<file path="src/hdl/mrc_pkg.sv">
package mrc_pkg;
  // ==========================================================================
  // Register map (byte addresses)
  localparam logic [7:0] MRC_CTRL_OFS = 8'h00;
  localparam logic [7:0] MRC_DIS_STATE_OFS = 8'h04;
  localparam logic [7:0] MRC_STATUS_OFS = 8'h08;
  localparam logic [7:0] MRC_IRQ_STS_OFS = 8'h0c;
  localparam logic [7:0] MRC_IRQ_CLR_OFS = 8'h10;
  localparam logic [7:0] MRC_IRQ_EN_OFS = 8'h14;
  localparam logic [7:0] MRC_ID_OFS = 8'h18;
  localparam logic [7:0] MRC_GPIO_FUNC_OFS = 8'h20;
  localparam logic [7:0] MRC_ADDR_STEP = 8'h04;

  // ==========================================================================
  // Field positions
  localparam int MRC_CTRL_GATE_BIT = 0;
  localparam int MRC_CTRL_EEPROM_BIT = 1;
  localparam int MRC_ST_READY_BIT = 0;
  localparam int MRC_ST_DONE_BIT = 1;
  localparam int MRC_ST_SEQ_BIT = 2;
  localparam int MRC_ST_POR_BIT = 3;
  localparam int MRC_ST_PIN_BIT = 4;
  localparam int MRC_IRQ_SEQ_BIT = 0;
  localparam int MRC_IRQ_DONE_BIT = 1;
  localparam int MRC_IRQ_POR_BIT = 2;
  localparam int MRC_IRQ_LOSS_BIT = 3;
  localparam int MRC_IRQ_W = 4;
  localparam int MRC_DIS_W = 2;
  localparam int MRC_FUNC_W = 5;

  // ==========================================================================
  // Reset values and codes
  localparam logic [1:0] MRC_CTRL_RST = 2'h1;
  localparam logic [MRC_FUNC_W-1:0] MRC_FUNC_READY = 5'h18;
  localparam logic [MRC_FUNC_W-1:0] MRC_FUNC_RST = 5'h00;
  // Identity value is arbitrary
  localparam logic [15:0] MRC_ID_DEFAULT = 16'h5a01;

  // ==========================================================================
  // Timing
  localparam int MRC_CLK_PERIOD_NS = 10;
  localparam int MRC_POR_DELAY_MS = 5;
  localparam int MRC_POR_DELAY_CYC = MRC_POR_DELAY_MS * 1000000 / MRC_CLK_PERIOD_NS;
  localparam int MRC_SEQ_CYC = 16;

  typedef enum logic [4:0] {
    MRC_S_NOPOR = 5'h01,
    MRC_S_WAITHI = 5'h02,
    MRC_S_SEQ = 5'h04,
    MRC_S_LOAD = 5'h08,
    MRC_S_READY = 5'h10
  } mrc_state_t;
endpackage : mrc_pkg

</file>
<file path="src/hdl/mrc_master_reset_ctrl.sv">
// Chosen here: the register offsets and strobed register access.
`timescale 1ns/1ps
// Operation
// - Internal POR 5 ms after supplies good
// - First sequence at POR if pin high
// - Later sequences on pin low-then-high
// - Pin low at POR defers sequence
// - Startup gating field disables outputs during sequence
// - Disabled output idles per own field
// - Serial access only once ready, except status reads
// - GPIO function 0x18 mirrors ready
// - Reset-done flag set on sequence end
// - Configuration from OTP or EEPROM
module mrc_master_reset_ctrl import mrc_pkg::*; #(
  parameter int NUM_OUT = 12,
  parameter int NUM_GPIO = 6,
  parameter int POR_DELAY_CYC = MRC_POR_DELAY_CYC,
  parameter int SEQ_CYC = MRC_SEQ_CYC,
  parameter logic [15:0] DEVICE_ID = MRC_ID_DEFAULT
) (
  input wire logic clk_sys,
  input wire logic rst,
  input wire logic clkEn,
  input wire logic supplyAGood,
  input wire logic supplyBGood,
  input wire logic extResetLowPin,
  output logic cfgLoadReq_q,
  output logic cfgFromEeprom_q,
  input wire logic cfgLoadDone,
  output logic serialReady_q,
  output logic [NUM_OUT-1:0] clkOutEn_q,
  output logic [NUM_OUT*MRC_DIS_W-1:0] clkOutIdle_q,
  output logic [NUM_GPIO-1:0] gpioOut_q,
  output logic [NUM_GPIO-1:0] gpioOe_q,
  input wire logic [7:0] regAddr,
  input wire logic [31:0] regWdata,
  input wire logic regWr,
  input wire logic regRd,
  output logic [31:0] regRdata_q,
  output logic irq_q
);
  localparam int POR_W = $clog2(POR_DELAY_CYC + 1);
  localparam int SEQ_W = $clog2(SEQ_CYC + 1);
  localparam logic [POR_W-1:0] POR_LAST = POR_W'(POR_DELAY_CYC - 1);
  localparam logic [SEQ_W-1:0] SEQ_LAST = SEQ_W'(SEQ_CYC - 1);

  function automatic logic isAddr(input logic [7:0] a, input logic [7:0] ofs);
    isAddr = (a == ofs);
  endfunction : isAddr

  // ==========================================================================
  // Input synchronisers
  logic [1:0] supA_q, supB_q, pin_q;
  logic pinPrev_q;
  always_ff @(posedge clk_sys or posedge rst) begin
    if (rst) begin
      supA_q <= 2'h0;
      supB_q <= 2'h0;
      // Pin idles high on its pull-up, so reset makes no false edge
      pin_q <= 2'h3;
      pinPrev_q <= 1'b1;
    end else if (clkEn) begin
      supA_q <= {supA_q[0], supplyAGood};
      supB_q <= {supB_q[0], supplyBGood};
      pin_q <= {pin_q[0], extResetLowPin};
      pinPrev_q <= pin_q[1];
    end
  end

  logic pinHigh, pinRise, suppliesOk;
  assign pinHigh = pin_q[1];
  assign pinRise = pin_q[1] & ~pinPrev_q;
  assign suppliesOk = supA_q[1] & supB_q[1];

  // ==========================================================================
  // Power-on reset delay
  logic [POR_W-1:0] porCnt_q;
  logic por_q;
  // Any supply dip restarts the whole delay
  // delay after both supplies good
  always_ff @(posedge clk_sys or posedge rst) begin
    if (rst) begin
      porCnt_q <= '0;
      por_q <= 1'b0;
    end else if (clkEn) begin
      if (!suppliesOk) begin
        porCnt_q <= '0;
        por_q <= 1'b0;
      end else if (!por_q) begin
        if (porCnt_q == POR_LAST) begin
          por_q <= 1'b1;
        end else begin
          porCnt_q <= porCnt_q + 1'b1;
        end
      end
    end
  end

  // ==========================================================================
  // Register storage
  logic [1:0] ctrl_q;
  logic [NUM_OUT*MRC_DIS_W-1:0] disState_q;
  logic [MRC_FUNC_W-1:0] gpioFunc_q [NUM_GPIO];
  logic [MRC_IRQ_W-1:0] irqSts_q, irqEn_q;
  logic wrOk, rdOk;
  logic ready;

  // Early writes are dropped, never held for later
  // accesses refused until ready, except status reads
  assign wrOk = regWr & ready;
  assign rdOk = regRd & (ready | isAddr(regAddr, MRC_STATUS_OFS));

  always_ff @(posedge clk_sys or posedge rst) begin
    if (rst) begin
      ctrl_q <= MRC_CTRL_RST;
      disState_q <= '0;
      irqEn_q <= '0;
    end else if (clkEn && wrOk) begin
      if (isAddr(regAddr, MRC_CTRL_OFS)) begin
        ctrl_q <= regWdata[1:0];
      end
      if (isAddr(regAddr, MRC_DIS_STATE_OFS)) begin
        disState_q <= regWdata[NUM_OUT*MRC_DIS_W-1:0];
      end
      if (isAddr(regAddr, MRC_IRQ_EN_OFS)) begin
        irqEn_q <= regWdata[MRC_IRQ_W-1:0];
      end
    end
  end

  genvar g;
  generate
    for (g = 0; g < NUM_GPIO; g++) begin : gFunc
      localparam logic [7:0] OFS = MRC_GPIO_FUNC_OFS + 8'(g) * MRC_ADDR_STEP;
      always_ff @(posedge clk_sys or posedge rst) begin
        if (rst) begin
          gpioFunc_q[g] <= MRC_FUNC_RST;
        end else if (clkEn && wrOk && isAddr(regAddr, OFS)) begin
          gpioFunc_q[g] <= regWdata[MRC_FUNC_W-1:0];
        end
      end
      always_ff @(posedge clk_sys or posedge rst) begin
        if (rst) begin
          gpioOut_q[g] <= 1'b0;
          gpioOe_q[g] <= 1'b0;
        end else if (clkEn) begin
          // Enable follows the function alone, not readiness
          gpioOe_q[g] <= (gpioFunc_q[g] == MRC_FUNC_READY);
          gpioOut_q[g] <= (gpioFunc_q[g] == MRC_FUNC_READY) & ready;
        end
      end
    end
  endgenerate

  // ==========================================================================
  // Master reset sequencer
  mrc_state_t state_q;
  logic [SEQ_W-1:0] seqCnt_q;
  logic seqStart, seqEnd, porRise, porFall, porSeen_q;
  logic rstDone_q;

  assign ready = (state_q == MRC_S_READY);
  assign porRise = por_q & ~porSeen_q;
  assign porFall = ~por_q & porSeen_q;
  // A restart or supply loss in the same cycle cancels the end
  assign seqEnd = (state_q == MRC_S_LOAD) & cfgLoadDone & por_q & ~seqStart;
  assign seqStart = ((state_q == MRC_S_NOPOR) & por_q & pinHigh)
    | ((state_q == MRC_S_WAITHI) & pinHigh)
    | ((state_q == MRC_S_SEQ || state_q == MRC_S_LOAD || state_q == MRC_S_READY)
       & pinRise);

  always_ff @(posedge clk_sys or posedge rst) begin
    if (rst) begin
      state_q <= MRC_S_NOPOR;
      seqCnt_q <= '0;
      porSeen_q <= 1'b0;
    end else if (clkEn) begin
      porSeen_q <= por_q;
      if (!por_q) begin
        state_q <= MRC_S_NOPOR;
      end else if (seqStart) begin
        state_q <= MRC_S_SEQ;
        seqCnt_q <= '0;
      end else begin
        case (state_q)
          MRC_S_NOPOR: begin
            state_q <= MRC_S_WAITHI;
          end
          MRC_S_WAITHI: begin
            state_q <= MRC_S_WAITHI;
          end
          MRC_S_SEQ: begin
            if (seqCnt_q == SEQ_LAST) begin
              state_q <= MRC_S_LOAD;
            end else begin
              seqCnt_q <= seqCnt_q + 1'b1;
            end
          end
          MRC_S_LOAD: begin
            if (cfgLoadDone) begin
              state_q <= MRC_S_READY;
            end
          end
          MRC_S_READY: begin
            state_q <= MRC_S_READY;
          end
          default: begin
            state_q <= MRC_S_NOPOR;
          end
        endcase
      end
    end
  end

  // Source is latched during the sequence, before the request
  // load request with source select
  always_ff @(posedge clk_sys or posedge rst) begin
    if (rst) begin
      cfgLoadReq_q <= 1'b0;
      cfgFromEeprom_q <= 1'b0;
    end else if (clkEn) begin
      cfgLoadReq_q <= (state_q == MRC_S_SEQ) & (seqCnt_q == SEQ_LAST) & ~seqStart & por_q;
      if (state_q == MRC_S_SEQ) begin
        cfgFromEeprom_q <= ctrl_q[MRC_CTRL_EEPROM_BIT];
      end
    end
  end

  // done flag set at sequence end
  always_ff @(posedge clk_sys or posedge rst) begin
    if (rst) begin
      rstDone_q <= 1'b0;
    end else if (clkEn) begin
      if (seqEnd) begin
        rstDone_q <= 1'b1;
      end else if (seqStart || !por_q) begin
        rstDone_q <= 1'b0;
      end
    end
  end

  // ==========================================================================
  // Clock output gating
  // Gating covers every state short of ready
  logic inSeq;
  assign inSeq = (state_q != MRC_S_READY);
  generate
    for (g = 0; g < NUM_OUT; g++) begin : gOut
      always_ff @(posedge clk_sys or posedge rst) begin
        if (rst) begin
          clkOutEn_q[g] <= 1'b0;
          clkOutIdle_q[g*MRC_DIS_W +: MRC_DIS_W] <= '0;
        end else if (clkEn) begin
          clkOutEn_q[g] <= ~(inSeq & ctrl_q[MRC_CTRL_GATE_BIT]);
          clkOutIdle_q[g*MRC_DIS_W +: MRC_DIS_W] <= disState_q[g*MRC_DIS_W +: MRC_DIS_W];
        end
      end
    end
  endgenerate

  // ==========================================================================
  // Interrupts
  logic [MRC_IRQ_W-1:0] irqEvt, irqClr;
  always_comb begin
    irqEvt = '0;
    irqEvt[MRC_IRQ_SEQ_BIT] = seqStart & por_q;
    irqEvt[MRC_IRQ_DONE_BIT] = seqEnd & ~seqStart;
    irqEvt[MRC_IRQ_POR_BIT] = porRise;
    irqEvt[MRC_IRQ_LOSS_BIT] = porFall;
  end
  assign irqClr = (wrOk && isAddr(regAddr, MRC_IRQ_CLR_OFS)) ? regWdata[MRC_IRQ_W-1:0] : '0;

  // Set beats a same-cycle clear
  always_ff @(posedge clk_sys or posedge rst) begin
    if (rst) begin
      irqSts_q <= '0;
      irq_q <= 1'b0;
    end else if (clkEn) begin
      irqSts_q <= (irqSts_q & ~irqClr) | irqEvt;
      // Output lags status by one cycle
      irq_q <= |(irqSts_q & irqEn_q);
    end
  end

  // ==========================================================================
  // Read path and ready output
  logic [31:0] rdMux;
  integer i;
  always_comb begin
    rdMux = '0;
    if (isAddr(regAddr, MRC_CTRL_OFS)) begin
      rdMux[1:0] = ctrl_q;
    end
    if (isAddr(regAddr, MRC_DIS_STATE_OFS)) begin
      rdMux[NUM_OUT*MRC_DIS_W-1:0] = disState_q;
    end
    if (isAddr(regAddr, MRC_STATUS_OFS)) begin
      rdMux[MRC_ST_READY_BIT] = ready;
      rdMux[MRC_ST_DONE_BIT] = rstDone_q;
      rdMux[MRC_ST_SEQ_BIT] = (state_q == MRC_S_SEQ) | (state_q == MRC_S_LOAD);
      rdMux[MRC_ST_POR_BIT] = por_q;
      rdMux[MRC_ST_PIN_BIT] = pinHigh;
    end
    if (isAddr(regAddr, MRC_IRQ_STS_OFS)) begin
      rdMux[MRC_IRQ_W-1:0] = irqSts_q;
    end
    if (isAddr(regAddr, MRC_IRQ_EN_OFS)) begin
      rdMux[MRC_IRQ_W-1:0] = irqEn_q;
    end
    if (isAddr(regAddr, MRC_ID_OFS)) begin
      rdMux[15:0] = DEVICE_ID;
    end
    // Function slots sit one address step apart
    for (i = 0; i < NUM_GPIO; i++) begin
      if (isAddr(regAddr, MRC_GPIO_FUNC_OFS + 8'(i) * MRC_ADDR_STEP)) begin
        rdMux[MRC_FUNC_W-1:0] = gpioFunc_q[i];
      end
    end
  end

  always_ff @(posedge clk_sys or posedge rst) begin
    if (rst) begin
      regRdata_q <= '0;
      serialReady_q <= 1'b0;
    end else if (clkEn) begin
      // Refused reads return zero
      regRdata_q <= rdOk ? rdMux : '0;
      serialReady_q <= ready;
    end
  end
endmodule : mrc_master_reset_ctrl

</file>
<file path="config.mk">
export PLATFORM = sky130hd
export DESIGN_NAME = mrc_master_reset_ctrl
export DESIGN_NICKNAME = d
export VERILOG_FILES = /design/src/hdl/mrc_pkg.sv /design/src/hdl/mrc_master_reset_ctrl.sv
export SDC_FILE = /design/constraint.sdc
export NUM_CORES = 1
export LEC_CHECK = 0
export BUFFER_PORTS_ARGS = -buffer_cell sky130_fd_sc_hd__buf_2
export CAP_MARGIN = 25
export CORE_MARGIN = 1.5
export CORE_UTILIZATION = 25
export CTS_CLUSTER_DIAMETER = 150
export DETAILED_ROUTE_END_ITERATION = 10
export PLACE_DENSITY = 0.39
export SYNTH_ARGS = -nofsm -noshare
export SYNTH_HDL_FRONTEND = slang
export SYNTH_SLANG_ARGS = --single-unit
</file>
<file path="constraint.sdc">
create_clock -name clk_sys -period 6.7 [get_ports clk_sys]
set_input_delay 0.67 -clock clk_sys [delete_from_list [all_inputs] [get_ports clk_sys]]
set_output_delay 0.67 -clock clk_sys [all_outputs]
set_load 0.05 [all_outputs]
</file>
Word level (Yosys, flattened, before mapping)
Index checks and enable logic that the tools add are counted.
{"block": "op_classes", "n_reduce_logical": 25, "n_addsub": 2, "bitwise_logic": 38, "n_eq_ne": 31, "mux": 30}
{"operator": "$mux W5", "n": 14}
{"operator": "$mux W19", "n": 3}
{"operator": "$eq A8 B6 Y1 const B", "n": 6}
{"operator": "$mux W24", "n": 2}
{"operator": "$eq A5 B5 Y1 const B", "n": 7}
{"operator": "$and A1 B1 Y1", "n": 25}
{"operator": "$eq A8 B5 Y1 const B", "n": 3}
{"operator": "$pmux W5 S4", "n": 1}
{"operator": "$add A19 B1 Y19 const B", "n": 1}
{"operator": "$eq A19 B19 Y1 const B", "n": 1}
{"operator": "$eq A8 B4 Y1 const B", "n": 2}
{"operator": "$mux W16", "n": 1}
{"operator": "$mux W4", "n": 3}
{"operator": "$eq A5 B4 Y1 const B", "n": 2}
{"operator": "$reduce_and A2 Y1", "n": 5}
{"operator": "$and A4 B4 Y4", "n": 2}
{"operator": "$eq A8 B3 Y1 const B", "n": 1}
{"operator": "$logic_and A1 B1 Y1", "n": 8}
{"operator": "$logic_not A8 Y1", "n": 1}
{"operator": "$ne A2 B2 Y1 const B", "n": 3}
{"operator": "$reduce_and A3 Y1", "n": 2}
{"operator": "$add A5 B1 Y5 const B", "n": 1}
{"operator": "$eq A5 B1 Y1 const B", "n": 1}
{"operator": "$eq A5 B2 Y1 const B", "n": 1}
{"operator": "16 further kinds", "n": 30}
{"block": "word_totals", "ff_bits": 176, "inputBits": 49, "elab_cells": 176}

Logic depth before layout (Yosys ltp)
{"block": "depth", "depth_word": 14, "mapped_depth": 7, "ltp_nobuf": 7}

Worst setup path before layout
OpenSTA, ideal clock, no wires.
{"block": "synth_timing", "kind": "input-to-reg", "from": "input regAddr[7]", "to": "register regRdata_q[4]", "required_time_ns": 6.569, "arrival_time_ns": 2.418, "setup_ns": 0.131, "path_buffers": 2, "setup_slack_ns": 4.150, "stages": 7, "cell_sequence": "or4b_1 -> buf_2 -> or3_1 -> buf_2 -> or3_1 -> a222oi_1 -> o2bb2ai_1"}
{"block": "synth_via", "elab_chain_cells": 11}
{"element": "from (decl)", "line_no": "mrc_master_reset_ctrl.sv:35", "text": "input wire logic [7:0] regAddr,"}
{"element": "$eq A8 B3 Y1", "line_no": "mrc_master_reset_ctrl.sv:48", "text": "isAddr = (a == ofs);"}
{"element": "$mux W24", "line_no": "mrc_master_reset_ctrl.sv:294", "text": "if (isAddr(regAddr, MRC_DIS_STATE_OFS)) begin"}
{"element": "$mux W5", "line_no": "mrc_master_reset_ctrl.sv:297", "text": "if (isAddr(regAddr, MRC_STATUS_OFS)) begin"}
{"element": "$mux W16", "line_no": "mrc_master_reset_ctrl.sv:310", "text": "if (isAddr(regAddr, MRC_ID_OFS)) begin"}
{"element": "$mux W5 (6 in a row)", "line_no": "mrc_master_reset_ctrl.sv:315", "text": "if (isAddr(regAddr, MRC_GPIO_FUNC_OFS + 8'(i) * MRC_ADDR_STEP)) begin"}
{"element": "$mux W24 (*)", "line_no": "mrc_master_reset_ctrl.sv:327", "text": "regRdata_q <= rdOk ? rdMux : '0;"}
{"element": "to (signal assigned)", "line_no": "mrc_master_reset_ctrl.sv:327"}
{"element": "to (decl)", "line_no": "mrc_master_reset_ctrl.sv:39", "text": "output logic [31:0] regRdata_q,"}
Every way passes the cells marked *; elsewhere a longest branch is shown, timed or not.
A chain may end at the register's enable or synchronous reset.

Worst setup path in the final report
{"block": "layout_timing", "from": "input regAddr[3]", "to": "register disState_q[17]"}
{"block": "layout_via", "elab_chain_cells": 2}
{"element": "$eq A8 B3 Y1", "line_no": "mrc_master_reset_ctrl.sv:48"}
{"element": "$reduce_and A2 Y1 (no line)"}
{"element": "to (signal assigned)", "line_no": "mrc_master_reset_ctrl.sv:123", "text": "disState_q <= regWdata[NUM_OUT*MRC_DIS_W-1:0];"}
{"element": "to (decl)", "line_no": "mrc_master_reset_ctrl.sv:102", "text": "logic [NUM_OUT*MRC_DIS_W-1:0] disState_q;"}
No other way between the ends.

==> insert_results.sql <==
INSERT INTO impl_metrics (metric_group, metric, value, unit) VALUES
('yosys', 'post_synth_instance_area', '0.00774', 'mm^2'),
('run_status', 'run_status', 'complete, no violations', ''),
('timing', 'tns', '0', 'ns'),
('timing', 'worstMarginPinSlew', '0.973', 'ns'),
('timing', 'timing.clock.skew', '0.0116', 'ns'),
('yosys', 'synth.avg_cell_area', '11.9', 'um^2'),
('grt', 'overflow', '0', ''),
('grt', 'first_global_vias', '5747', ''),
('setup_path', 'worstPathCellList', 'buf_2 -> or4b_1 -> or2_2 -> nor2_2 -> buf_4 -> mux2_2', ''),
('timing', 'grt_setup_unrepaired', 'no', ''),
('timing', 'layout_setup_ws', '3.90', 'ns'),
('setup_path', 'critPathArrivalTime', '3.11', 'ns'),
('place', 'place_ws', '3.42', 'ns'),
('finish', 'finalCoreUtilization', '30.3', '%'),
('grt', 'total_track_usage', '14.4', '%'),
('finish', 'finish.net_count', '804', ''),
('clocking', 'cts-root-buf', 'sky130_fd_sc_hd__clkbuf_16', ''),
('grt', 'grt_antenna_before_repair', '0', ''),
('finish', 'syn2layout_area_growth', '19.6', '%'),
('timing', 'endpoints_failing_hold', '0', ''),
('die', 'num_rows', '64', ''),
('detailed_routing', 'totalWireLength', '21800', 'um'),
('setup_path', 'critical_path.startpoint', 'regAddr[3]', ''),
('clocking', 'postCtsSetupBuffers', '0', ''),
('yosys', 'synth-warning-count', '0', ''),
('finish', 'final_cells', '1161', ''),
('finish', 'drive_above_1_share', '35.7', '%'),
('place', 'place_hpwl', '14700', 'um'),
('timing', 'finalHoldWorstSlack', '0.397', 'ns'),
('place', 'numPortBuffers', '116', ''),
('grt', 'grt_max_degree', '99', ''),
('yosys', 'synth_async_sr_flop_share', '100', '%'),
('clocking', 'clock_tree_from_tritoncts', 'yes', ''),
('finish', 'fillers', '3135', ''),
('power_and_ir_drop', 'totalPowerFinal', '2.21', 'mW'),
('detailed_routing', 'via_density', '4.80', ''),
('power_and_ir_drop', 'irDropWorstVdd', '0.131', 'mV'),
('timing', 'slew_headroom', '34.2', '%'),
('setup_path', 'critical_path_peak_fanout', '31', ''),
('clocking', 'post_cts_sizing_count', '0', ''),
('timing', 'period_needed', '2.80', 'ns'),
('detailed_routing', 'num_vias', '5576', ''),
('yosys', 'synth_seq_cells', '168', ''),
('setup_path', 'path_delay_family', 'simple AND/OR/NAND/NOR gates', ''),
('die', 'core_outline_area', '0.0305', 'mm^2'),
('place', 'place_congestion', '0.806', ''),
('die', 'die_w', '179', 'um'),
('timing', 'setup_viol', '0', ''),
('finish', 'finalInstanceArea', '0.00925', 'mm^2'),
('power_and_ir_drop', 'total_power_density_per_cell_area', '239', 'mW/mm^2'),
('die', 'floorplan.io_pins', '133', ''),
('clocking', 'numCtsBuffers', '17', ''),
('setup_path', 'worstSetupStartpointType', 'primary input', ''),
('setup_path', 'critPathBufInv', '2', ''),
('setup_path', 'cp_slowest_cell', 'sky130_fd_sc_hd__or4b_1', ''),
('setup_path', 'critPathKind', 'primary input to register', ''),
('clocking', 'clk_pin_slew_worst_paths', '0.07', 'ns'),
('timing', 'drv_slew', '0', ''),
('clocking', 'clkLatencyLatePin', '0.44', 'ns'),
('detailed_routing', 'remaining_drc_errors', '0', ''),
('yosys', 'yosysUniqueCellTypes', '69', ''),
('hold_path', 'hold_path_class', 'primary input to async pin', ''),
('finish', 'antennaDiodeCount', '0', ''),
('clocking', 'clock_sink_count', '168', ''),
('timing', 'post-route-period-util', '41.8', '%'),
('power_and_ir_drop', 'total_leakage_power', '4.36', 'nW'),
('die', 'start_util', '25.4', '%'),
('setup_path', 'worstReg2RegStart', 'state_q[2]$_DFFE_PP0P_', ''),
('clocking', 'cts_hold_buf', '0', ''),
('detailed_routing', 'detailedRoute.firstPassIterationCount', '5', ''),
('grt', 'grt_first_pass_wirelength', '34700', 'um');
kinds of logic after synthesis:
kind of cell | count (synthesis) | synth area share [%]
AND/OR/NAND/NOR | 170 | 12.2
multiplexers | 96 | 14.1
adder cells (fa/ha/maj) | 3 | 0.485
XOR/XNOR | 21 | 2.38
AO/OA/AOI/OAI | 123 | 12.0
buffers and inverters | 71 | 4.45
flip-flops | 168 | 54.4
other | 1 | 0.0485
metal layers:
layer  up-vias  wire length [um]  global-route usage, %
li1       2570                 -                      -
met1      2885             10200                   19.5
met2       103             10500                   22.9
met3        18               756                   2.76
met4         0               401                   5.03
met5         -                 0                      0
synth_stat cells, types with 6 or more instances:
library cell                count  area [um^2]
sky130_fd_sc_hd__clkbuf_1      25         93.8
sky130_fd_sc_hd__buf_4         19          143
sky130_fd_sc_hd__nand2_1       26         97.6
sky130_fd_sc_hd__xor2_1        17          149
sky130_fd_sc_hd__a22o_1        16          140
sky130_fd_sc_hd__nand3_1       18         90.1
sky130_fd_sc_hd__dfrtp_1      163         4080
sky130_fd_sc_hd__mux2_2        93         1050
sky130_fd_sc_hd__nor2_1        43          161
sky130_fd_sc_hd__o21ai_0       17         85.1
sky130_fd_sc_hd__nor3_1        12         60.1
sky130_fd_sc_hd__nor4_1         6         37.5
sky130_fd_sc_hd__o2bb2ai_1     17          149
sky130_fd_sc_hd__nor2b_1        9         56.3
sky130_fd_sc_hd__a22oi_1        6         45.0
sky130_fd_sc_hd__or3_1          7         43.8
sky130_fd_sc_hd__a21oi_1       15         75.1
sky130_fd_sc_hd__inv_1         19         71.3
sky130_fd_sc_hd__nand4_1        7         43.8
sky130_fd_sc_hd__a31oi_1        6         37.5
placed cells by master (no fill, tap or decap), types with 5 or more instances in the layout:
cell type and instances:
sky130_fd_sc_hd__o211ai_1 5, sky130_fd_sc_hd__o21ai_0 17, sky130_fd_sc_hd__a22o_1 16, sky130_fd_sc_hd__mux2_2 93, sky130_fd_sc_hd__nand4_1 7, sky130_fd_sc_hd__nor3_2 5
sky130_fd_sc_hd__nor3_1 12, sky130_fd_sc_hd__nor4b_1 5, sky130_fd_sc_hd__clkbuf_16 17, sky130_fd_sc_hd__dfstp_2 5, sky130_fd_sc_hd__conb_1 8, sky130_fd_sc_hd__inv_1 18
sky130_fd_sc_hd__a31oi_1 6, sky130_fd_sc_hd__a22oi_1 6, sky130_fd_sc_hd__nor4_1 6, sky130_fd_sc_hd__buf_2 116, sky130_fd_sc_hd__xor2_1 17, sky130_fd_sc_hd__nand2_1 26
sky130_fd_sc_hd__a21oi_1 15, sky130_fd_sc_hd__nand3_1 18, sky130_fd_sc_hd__o2bb2ai_1 17, sky130_fd_sc_hd__nor2b_1 9, sky130_fd_sc_hd__buf_4 8, sky130_fd_sc_hd__inv_6 9
sky130_fd_sc_hd__nor2_1 43, sky130_fd_sc_hd__or3_1 7, sky130_fd_sc_hd__dfrtp_1 163
worst reg2reg max path: stages (launching register included):
cell,delay [ns]
sky130_fd_sc_hd__dfrtp_1,0.51
sky130_fd_sc_hd__nor4_2,0.44
sky130_fd_sc_hd__nand4_2,0.47
sky130_fd_sc_hd__nor2_2,0.43
sky130_fd_sc_hd__buf_4,0.40
sky130_fd_sc_hd__mux2_2,0.40
state kept, by name (all words and copies together) (netlist names), 2 cells and up:
register	cells
porCnt_q	19
pin_q	2
seqCnt_q	5
gpioOe_q	6
supB_q	2
ctrl_q	2
irqSts_q	4
disState_q	24
gpioOut_q	6
state_q	5
regRdata_q	24
supA_q	2
gpioFunc_q	30
clkOutIdle_q	24
irqEn_q	4
power by group:
part / total, mW / internal (mW) / switching (mW)
combinational: 0.153 / 0.0498 / 0.103
clock: 1.00 / 0.539 / 0.462
sequential: 1.06 / 1.03 / 0.0225
worst paths after layout:
| check | to | slack [ns] |
|---|---|---|
| max in group asynchronous | gpioOut_q[0]$_DFFE_PP0P_ | 5.15 |
| worst min register to register | regRdata_q[11]$_DFFE_PP0P_ | 0.49 |
| worst max-delay path | disState_q[17]$_DFFE_PP0P_ | 3.90 |
| min in group clk_sys | disState_q[12]$_DFFE_PP0P_ | 0.46 |
| worst max register to register | disState_q[17]$_DFFE_PP0P_ | 3.93 |
| worst min-delay path | clkOutIdle_q[10]$_DFFE_PP0P_ | 0.40 |
layout make-up:
type                    count  area, um^2  share of cell area [%]
flip-flops and latches    168        4210                    45.5
clock buffers              18         439                    4.75
well taps                 396         495                    5.35
clock inverters            14         153                    1.65
inverters                  19        76.3                   0.825
multi-input cells         421        3210                    34.7
repair buffers            125         668                    7.22
(Power assumes the default switching activity.)
